## config.mk

```make
export PLATFORM = sky130hd
export DESIGN_NAME = frt_timer
export DESIGN_NICKNAME = d
export VERILOG_FILES = /design/src/frt_pkg.sv /design/src/frt_timer.sv
export SDC_FILE = /design/constraint.sdc
export NUM_CORES = 1
export LEC_CHECK = 0
export ABC_AREA = 1
export ABC_CLOCK_PERIOD_IN_PS = 3440
export BUFFER_PORTS_ARGS = -buffer_cell sky130_fd_sc_hd__clkbuf_2
export CAP_MARGIN = 30
export CORE_MARGIN = 2
export CORE_UTILIZATION = 55
export CTS_BUF_LIST = sky130_fd_sc_hd__clkbuf_4 sky130_fd_sc_hd__clkbuf_8
export CTS_CLUSTER_DIAMETER = 60
export CTS_CLUSTER_SIZE = 25
export DETAILED_ROUTE_END_ITERATION = 10
export PLACE_DENSITY = 0.72
export SETUP_SLACK_MARGIN = 0.05
export SLEW_MARGIN = 20
export SYNTH_ARGS = -nofsm -noshare
export SYNTH_HDL_FRONTEND = slang
export SYNTH_SLANG_ARGS = --single-unit
```

## constraint.sdc

```tcl
create_clock -name core_clk -period 3.44 [get_ports core_clk]
set_clock_uncertainty 0.1 [all_clocks]
set_input_delay 0.516 -clock core_clk [delete_from_list [all_inputs] [get_ports core_clk]]
set_output_delay 0.516 -clock core_clk [all_outputs]
set_load 0.01 [all_outputs]
```

## src/frt_pkg.sv

```systemverilog
package frt_pkg;

  // ************************************************************
  // Register map (byte addresses, one byte register per word)
  // ************************************************************
  localparam logic [7:0] A_CTRL_ONE  = 8'h00;
  localparam logic [7:0] A_CTRL_TWO  = 8'h04;
  localparam logic [7:0] A_STATUS    = 8'h08;
  localparam logic [7:0] A_CAP1_HI   = 8'h0C;
  localparam logic [7:0] A_CAP1_LO   = 8'h10;
  localparam logic [7:0] A_CMP1_HI   = 8'h14;
  localparam logic [7:0] A_CMP1_LO   = 8'h18;
  localparam logic [7:0] A_CAP2_HI   = 8'h1C;
  localparam logic [7:0] A_CAP2_LO   = 8'h20;
  localparam logic [7:0] A_CMP2_HI   = 8'h24;
  localparam logic [7:0] A_CMP2_LO   = 8'h28;
  localparam logic [7:0] A_CNT_HI    = 8'h2C;
  localparam logic [7:0] A_CNT_LO    = 8'h30;
  localparam logic [7:0] A_ACNT_HI   = 8'h34;
  localparam logic [7:0] A_ACNT_LO   = 8'h38;

  // ************************************************************
  // Field positions
  // ************************************************************
  localparam int C1_CAP_IE  = 7;
  localparam int C1_CMP_IE  = 6;
  localparam int C1_OVF_IE  = 5;
  localparam int C1_OLVL2   = 2;
  localparam int C1_IEDG1   = 1;
  localparam int C1_OLVL1   = 0;
  localparam int C2_OC1E    = 7;
  localparam int C2_OC2E    = 6;
  localparam int C2_OPM     = 5;
  localparam int C2_PWM     = 4;
  localparam int C2_CS_HI   = 3;
  localparam int C2_CS_LO   = 2;
  localparam int C2_IEDG2   = 1;
  localparam int C2_EXTERNAL_EDGE_SELECT   = 0;
  localparam int ST_ICF1    = 7;
  localparam int ST_OCF1    = 6;
  localparam int ST_TOF     = 5;
  localparam int ST_ICF2    = 4;
  localparam int ST_OCF2    = 3;

  // ************************************************************
  // Clock select codes, divider ends, reset values
  // ************************************************************
  localparam logic [1:0]  CS_DIV4   = 2'h0;
  localparam logic [1:0]  CS_DIV2   = 2'h1;
  localparam logic [1:0]  CS_DIV8   = 2'h2;
  localparam logic [1:0]  CS_EXT    = 2'h3;
  localparam logic [2:0]  DIV2_LAST = 3'h1;
  localparam logic [2:0]  DIV4_LAST = 3'h3;
  localparam logic [2:0]  DIV8_LAST = 3'h7;
  localparam logic [15:0] CNT_RESET = 16'hFFFC;
  localparam logic [15:0] CNT_TOP   = 16'hFFFF;
  localparam logic [15:0] CMP_RESET = 16'h8000;

  typedef struct packed {
    logic        psel;
    logic        penable;
    logic        pwrite;
    logic [7:0]  paddr;
    logic [31:0] pwdata;
  } frt_apb_req_type;

  typedef struct packed {
    logic        pready;
    logic        pslverr;
    logic [31:0] prdata;
  } frt_apb_rsp_type;

  typedef struct packed {
    logic [7:0]       ctrl_one;
    logic [7:0]       ctrl_two;
    logic [15:0]      count;
    logic [2:0]       div;
    logic             tick;
    logic [1:0][15:0] cmp;
    logic [1:0][15:0] cap;
    logic [1:0]       icf;
    logic [1:0]       ocf;
    logic             overflow_flag;
    logic [1:0]       arm_icf;
    logic [1:0]       arm_ocf;
    logic             arm_tof;
    logic [1:0]       cap_lock;
    logic [1:0]       cmp_inh;
    logic [1:0]       cnt_lock;
    logic [1:0][7:0]  cnt_buf;
    logic [1:0]       cpin;
    logic [1:0][2:0]  cap_s;
    logic [1:0]       cap_lvl;
    logic [2:0]       ext_s;
    logic             ext_lvl;
    logic             irq;
    frt_apb_rsp_type  rsp;
  } frt_state_type;

endpackage

```

## src/frt_timer.sv

```systemverilog
`timescale 1ns/1ps
`default_nettype none

module frt_timer
  import frt_pkg::*;
(
  input  wire logic            core_clk,        // CPU clock, 25 MHz
  input  wire logic            rst,             // Synchronous reset, high
  input  wire frt_apb_req_type apb_req,         // APB request
  output var  frt_apb_rsp_type apb_rsp,         // APB response
  input  wire logic            global_irq_mask, // CPU interrupt mask bit
  input  wire logic            halt_mode,       // Halt: counter frozen
  input  wire logic [1:0]      capture_pin,     // Capture inputs
  input  wire logic            external_clock_pin, // External count clock
  output logic      [1:0]      compare_pin,     // Compare outputs
  output logic      [1:0]      compare_pin_oe,  // Compare pin enables
  output logic                 timer_irq        // Timer interrupt request
);

  frt_state_type q;
  frt_state_type d;

  logic [1:0]  clk_sel;
  logic        acc;
  logic        tick;
  logic        ovf_ev;
  logic        ext_edge;
  logic        one_pulse;
  logic        pwm;
  logic [1:0]  edge_sel;
  logic [1:0]  olvl;
  logic [1:0]  pin_en;
  logic [1:0]  cap_edge;
  logic [15:0] target;
  logic [7:0]  rd;
  logic        miss;

  assign apb_rsp        = q.rsp;
  assign compare_pin    = q.cpin;
  assign compare_pin_oe = {q.ctrl_two[C2_OC2E], q.ctrl_two[C2_OC1E]};
  assign timer_irq      = q.irq;

  assign clk_sel   = q.ctrl_two[C2_CS_HI:C2_CS_LO];
  assign one_pulse = q.ctrl_two[C2_OPM];
  assign pwm       = q.ctrl_two[C2_PWM];
  assign edge_sel  = {q.ctrl_two[C2_IEDG2], q.ctrl_one[C1_IEDG1]};
  assign olvl      = {q.ctrl_one[C1_OLVL2], q.ctrl_one[C1_OLVL1]};
  assign pin_en    = {q.ctrl_two[C2_OC2E], q.ctrl_two[C2_OC1E]};

  always_comb begin
    d        = q;
    acc      = apb_req.psel & apb_req.penable & ~q.rsp.pready;
    tick     = 1'b0;
    ovf_ev   = 1'b0;
    ext_edge = 1'b0;
    cap_edge = 2'h0;
    target   = 16'h0000;
    rd       = 8'h00;
    miss     = 1'b0;

    // ************************************************************
    // Pin synchronisers
    // ************************************************************
    // A level is taken only when the second and third stages agree
    for (int i = 0; i < 2; i++) begin
      d.cap_s[i] = {q.cap_s[i][1:0], capture_pin[i]};
      if (q.cap_s[i][1] == q.cap_s[i][2]) begin
        d.cap_lvl[i] = q.cap_s[i][2];
      end
      // Pins are watched whatever the port direction elsewhere
      cap_edge[i] = (d.cap_lvl[i] != q.cap_lvl[i])
                  & (d.cap_lvl[i] == edge_sel[i]);
    end
    d.ext_s = {q.ext_s[1:0], external_clock_pin};
    if (q.ext_s[1] == q.ext_s[2]) begin
      d.ext_lvl = q.ext_s[2];
    end
    // Edges closer than the sync depth would merge
    ext_edge = (d.ext_lvl != q.ext_lvl)
             & (d.ext_lvl == q.ctrl_two[C2_EXTERNAL_EDGE_SELECT]);

    // ************************************************************
    // Prescaler and counter
    // ************************************************************
    if (!halt_mode) begin
      if (clk_sel == CS_EXT) begin
        tick  = ext_edge;
        d.div = 3'h0;
      end else if ((clk_sel == CS_DIV2 && q.div >= DIV2_LAST) ||
                   (clk_sel == CS_DIV4 && q.div >= DIV4_LAST) ||
                   (clk_sel == CS_DIV8 && q.div >= DIV8_LAST)) begin
        tick  = 1'b1;
        d.div = 3'h0;
      end else begin
        d.div = q.div + 3'h1;
      end
    end
    d.tick = tick;
    // Single-clock design: the count moves on the CPU clock edge only
    if (tick) begin
      d.count = q.count + 16'h0001;
      ovf_ev  = (q.count == CNT_TOP);
    end

    // ************************************************************
    // Register access
    // ************************************************************
    // Side effects land at the edge that raises pready
    d.rsp.pready  = acc;
    d.rsp.pslverr = 1'b0;
    d.rsp.prdata  = 32'h0000_0000;
    if (acc) begin
      case (apb_req.paddr)
        A_CTRL_ONE: begin
          rd = q.ctrl_one;
          if (apb_req.pwrite) begin
            d.ctrl_one = apb_req.pwdata[7:0];
          end
        end
        A_CTRL_TWO: begin
          rd = q.ctrl_two;
          if (apb_req.pwrite) begin
            d.ctrl_two = apb_req.pwdata[7:0];
          end
        end
        A_STATUS: begin
          rd[ST_ICF1] = q.icf[0];
          rd[ST_OCF1] = q.ocf[0];
          rd[ST_TOF]  = q.overflow_flag;
          rd[ST_ICF2] = q.icf[1];
          rd[ST_OCF2] = q.ocf[1];
          if (!apb_req.pwrite) begin
            // First step of every flag clear
            d.arm_tof = q.arm_tof | q.overflow_flag;
            d.arm_icf = q.arm_icf | q.icf;
            d.arm_ocf = q.arm_ocf | q.ocf;
          end
        end
        A_CAP1_HI, A_CAP2_HI: begin
          rd = q.cap[apb_req.paddr == A_CAP2_HI][15:8];
          if (!apb_req.pwrite) begin
            d.cap_lock[apb_req.paddr == A_CAP2_HI] = 1'b1;
          end
        end
        A_CAP1_LO, A_CAP2_LO: begin
          for (int i = 0; i < 2; i++) begin
            if ((apb_req.paddr == A_CAP2_LO) == (i == 1)) begin
              rd = q.cap[i][7:0];
              if (!apb_req.pwrite) begin
                d.cap_lock[i] = 1'b0;
              end
              if (q.arm_icf[i]) begin
                d.icf[i]     = 1'b0;
                d.arm_icf[i] = 1'b0;
              end
            end
          end
        end
        A_CMP1_HI, A_CMP2_HI: begin
          for (int i = 0; i < 2; i++) begin
            if ((apb_req.paddr == A_CMP2_HI) == (i == 1)) begin
              rd = q.cmp[i][15:8];
              if (apb_req.pwrite) begin
                d.cmp[i][15:8] = apb_req.pwdata[7:0];
                d.cmp_inh[i]   = 1'b1;
              end
            end
          end
        end
        A_CMP1_LO, A_CMP2_LO: begin
          for (int i = 0; i < 2; i++) begin
            if ((apb_req.paddr == A_CMP2_LO) == (i == 1)) begin
              rd = q.cmp[i][7:0];
              if (apb_req.pwrite) begin
                d.cmp[i][7:0] = apb_req.pwdata[7:0];
                d.cmp_inh[i]  = 1'b0;
              end
              if (q.arm_ocf[i]) begin
                d.ocf[i]     = 1'b0;
                d.arm_ocf[i] = 1'b0;
              end
            end
          end
        end
        A_CNT_HI, A_ACNT_HI: begin
          rd = q.count[15:8];
          if (!apb_req.pwrite) begin
            // Buffer is refreshed only by the first high read
            for (int j = 0; j < 2; j++) begin
              if ((apb_req.paddr == A_ACNT_HI) == (j == 1) &&
                  !q.cnt_lock[j]) begin
                d.cnt_buf[j]  = q.count[7:0];
                d.cnt_lock[j] = 1'b1;
              end
            end
          end
        end
        A_CNT_LO, A_ACNT_LO: begin
          for (int j = 0; j < 2; j++) begin
            if ((apb_req.paddr == A_ACNT_LO) == (j == 1)) begin
              rd = q.cnt_lock[j] ? q.cnt_buf[j] : q.count[7:0];
              if (!apb_req.pwrite) begin
                d.cnt_lock[j] = 1'b0;
              end
            end
          end
          if (apb_req.pwrite) begin
            d.count = CNT_RESET;
            d.div   = 3'h0;
          end
          // Only the main low byte finishes the overflow clear
          if (apb_req.paddr == A_CNT_LO && q.arm_tof) begin
            d.overflow_flag     = 1'b0;
            d.arm_tof = 1'b0;
          end
        end
        default: begin
          miss = 1'b1;
        end
      endcase
      d.rsp.pslverr = miss;
      d.rsp.prdata  = {24'h00_0000, rd};
    end

    // ************************************************************
    // Hardware events (after the bus, so a set beats a clear)
    // ************************************************************
    if (ovf_ev) begin
      d.overflow_flag = 1'b1;
    end
    for (int i = 0; i < 2; i++) begin
      if (cap_edge[i] && !d.cap_lock[i] &&
          !(i == 0 && (one_pulse || pwm))) begin
        d.cap[i] = q.count;
        d.icf[i] = 1'b1;
      end
      // Slow clocks see the match one count late
      if (clk_sel == CS_DIV2) begin
        target = q.cmp[i];
      end else begin
        target = q.cmp[i] + 16'h0001;
      end
      if (q.tick && q.count == target && !q.cmp_inh[i]) begin
        if (!pwm && !(i == 0 && one_pulse)) begin
          d.ocf[i] = 1'b1;
        end
        if (pin_en[i]) begin
          d.cpin[i] = olvl[i];
        end
      end
    end

    // Flags are sticky, so a masked request stays pending
    d.irq = ~global_irq_mask & (
              (q.ctrl_one[C1_OVF_IE] & q.overflow_flag) |
              (q.ctrl_one[C1_CAP_IE] & (|q.icf)) |
              (q.ctrl_one[C1_CMP_IE] & (|q.ocf)));

    if (rst) begin
      d        = '0;
      d.count  = CNT_RESET;
      d.cmp[0] = CMP_RESET;
      d.cmp[1] = CMP_RESET;
    end
  end

  always_ff @(posedge core_clk) begin
    q <= d;
  end

endmodule

`default_nettype wire

```

==> flow_summary.json <==
{
  "post-route-period-util": 0.7308,
  "crit_path_cell_trace": "inv_2, nand2_1, nand2_1, inv_2, nand2_1, nor2_1, nand2_1, nand2_1, nand2_1, clkinv_1, nand3_1, nor2_1, nand3_1, nand2_1, nand2_1, nor2_1",
  "grt_pass1_vias": 7708,
  "cts.sink_count": 157,
  "final_util": 0.5966,
  "nNetsFinal": 1376,
  "wl_per_cell_um": 18.49,
  "synth_ff_type": "dfxtp_1",
  "ant_nets": 0,
  "port_buffers": 40,
  "grt_use_total": 0.3422,
  "cts_tree": "yes",
  "clock_latency_ps": 480,
  "drv_slew": 0,
  "drtIter0Drc": 953,
  "ys_seq_area_frac": 0.3568,
  "end_kind": "flip-flop",
  "max-cap-violations": 0,
  "arrival_ps": 2840,
  "place_ws_ps": 732.9,
  "yosys.cell_types.count": 53,
  "syn_area_per_cell_um2": 6.704,
  "start_util": 0.5586,
  "postCtsHoldBufs": 0,
  "dp_hpwl_um": 21700,
  "crit_required_ps": 3770,
  "die_w_um": 130.6,
  "p_leak_nw": 4.024,
  "p_sw_mw": 0.9597,
  "placed_cell_area_mm2": 0.008946,
  "antenna_found_initial": 0,
  "drc": 0,
  "die_area_mm2": 0.01704,
  "yosysWarnings": 0,
  "wl_um": 28620,
  "first_pass_iters": 5,
  "tightestPinTransition_ps": 1110,
  "cpPeakStageDelay_ps": 390,
  "fmax_mhz": 397.8,
  "relSlewSlack": 0.2547,
  "crit_path_max_fanout": 9,
  "power_frac_clock": 0.444,
  "layout_min_cycle_time_ps": 2514,
  "cts_max_path_buffers": 2,
  "synthesis.instances": 1314,
  "vias": 8856,
  "critPathSlowestCell": "dfxtp_1",
  "gp_congestion": 1.007,
  "power_density_mw_per_mm2": 392.6,
  "post_cts_buffers": 0,
  "syn_area_mm2": 0.008808,
  "fp.coreArea_mm2": 0.01577,
  "rsz0062_at_grt": "false",
  "ys_seq_elements": 157,
  "tns_ps": 0,
  "setup_viol": 0,
  "layout_setup_ws_ps": 926.1,
  "power_frac_seq": 0.502,
  "cts-root-buf": "clkbuf_8",
  "h-tree-depth": 4,
  "grt_max_degree": 37,
  "final_cell_mix": "nand2_1 (241), dfxtp_1 (157), nor2_1 (150), inv_1 (148), a21oi_1 (124)",
  "switching_share": 0.2598,
  "rows": 46,
  "crit_path_frequent_cell": "nand2_1",
  "final_common_cell": "nand2_1",
  "chipHeight_um": 130.6,
  "via_per_inst": 5.721,
  "status": "completed",
  "clk_pin_slew_ps": 90,
  "pin_count": 89,
  "antenna_cells": 0,
  "numCtsBuffers": 17,
  "p_comb_frac": 0.054,
  "stdcell_area_mm2": 0.009409,
  "intPower_mw": 2.734,
  "cts_resized": 0,
  "final-hold-violation-count": 0,
  "grt_overflow": 0,
  "setup.worst_path.start_class": "flip-flop",
  "grt_pass1_wl_um": 43210,
  "path_class": "reg -> reg",
  "area_growth_pct": 6.818,
  "async_reset_ff_frac": 0,
  "synth_edf_count": 0,
  "nFillCells": 1575,
  "hold-worst-slack_ps": 116.5,
  "drive_gt1_frac": 0.09985,
  "peakVddDrop_v": 0.0003642,
  "hp-class": "in -> reg"
}
[worst paths after layout]
check                                                   end  slack [ps]               startpoint  depth (start not counted)
worst max-delay path            compare_pin[1]$_SDFFE_PP0P_         930  clk_sel[1]$_SDFFE_PP0P_                         16
worst min-delay path                       q[44]$_SDFF_PP0_         120           capture_pin[1]                          3
worst max register to register  compare_pin[1]$_SDFFE_PP0P_         930  clk_sel[1]$_SDFFE_PP0P_                         16
worst min register to register             q[37]$_SDFF_PP0_         310         q[36]$_SDFF_PP0_                          2
[registers in the layout, indices dropped and copies added (netlist names)]
signal,flops
pwm,1
apb_rsp,10
edge_sel,2
timer_irq,1
compare_pin,2
compare_pin_oe,2
olvl,2
clk_sel,2
one_pulse,1
q,134
[synth_stat cells (6+ instances only)]
master,instances,share of area
nand2_1,241,0.10
dfxtp_1,157,0.36
nor2_1,150,0.064
inv_1,149,0.063
a21oi_1,124,0.070
o21ai_0,123,0.070
nand3_1,73,0.041
buf_4,39,0.033
clkbuf_1,35,0.015
inv_2,20,0.0085
xor2_1,19,0.019
o21ai_1,18,0.010
nand4_1,16,0.011
buf_2,14,0.0080
nor3_1,13,0.0074
xnor2_1,12,0.012
o211ai_1,10,0.0085
a211oi_1,9,0.0077
ha_1,7,0.0099
nand3b_1,7,0.0060
o2111ai_1,6,0.0060
o22ai_1,6,0.0043
[kinds of logic after synthesis]
logic type	share of synthesized area
XOR/XNOR	0.03082
buffers and inverters	0.1311
AND/OR/NAND/NOR	0.2578
AO/OA/AOI/OAI	0.2131
adder cells (fa/ha/maj)	0.009943
flip-flops	0.3568
other	0.0004257
[stage by stage]
stage	cells	power (mW)
after floorplan	1337	2.032
after global placement	1516	2.086
after detailed placement	1516	2.088
after CTS	1548	3.683
after global routing	1548	3.786
final	1548	3.694
[power by group through the flow]
stage | clock, mW | sequential [mW] | combinational [mW]
6_report | 1.64 | 1.85 | 0.199
5_1_grt | 1.71 | 1.86 | 0.218
4_1_cts | 1.64 | 1.85 | 0.194
3_5_place_dp | 0 | 1.90 | 0.193
3_3_place_gp | 0 | 1.89 | 0.191
2_1_floorplan | 0 | 1.88 | 0.150
[per-layer routing]
| layer | up-vias | track usage | wire length [um] |
|---|---|---|---|
| li1 | 4276 | - | - |
| met1 | 4092 | 0.4530 | 12050 |
| met2 | 406 | 0.5279 | 12620 |
| met3 | 82 | 0.07695 | 2676 |
| met4 | 0 | 0.1708 | 1272 |
| met5 | - | 0 | 0 |
[final cells by class]
class,count,area [um2],area share
Tap cell,216,270.3,0.02872
Clock inverter,13,201.4,0.02141
Multi-Input combinational cell,920,4597,0.4886
Timing Repair Buffer,53,297.8,0.03165
Inverter,170,638.1,0.06782
Sequential cell,157,3143,0.3340
Clock buffer,19,261.5,0.02779
[worst max-delay path: cells and delay by family, from the launching register on]
| kind | cells | cell delay [ps] |
|---|---|---|
| buffers and inverters | 3 | 260 |
| flip-flops | 1 | 390 |
| AND/OR/NAND/NOR | 13 | 1700 |
(Power assumes the default switching activity.)
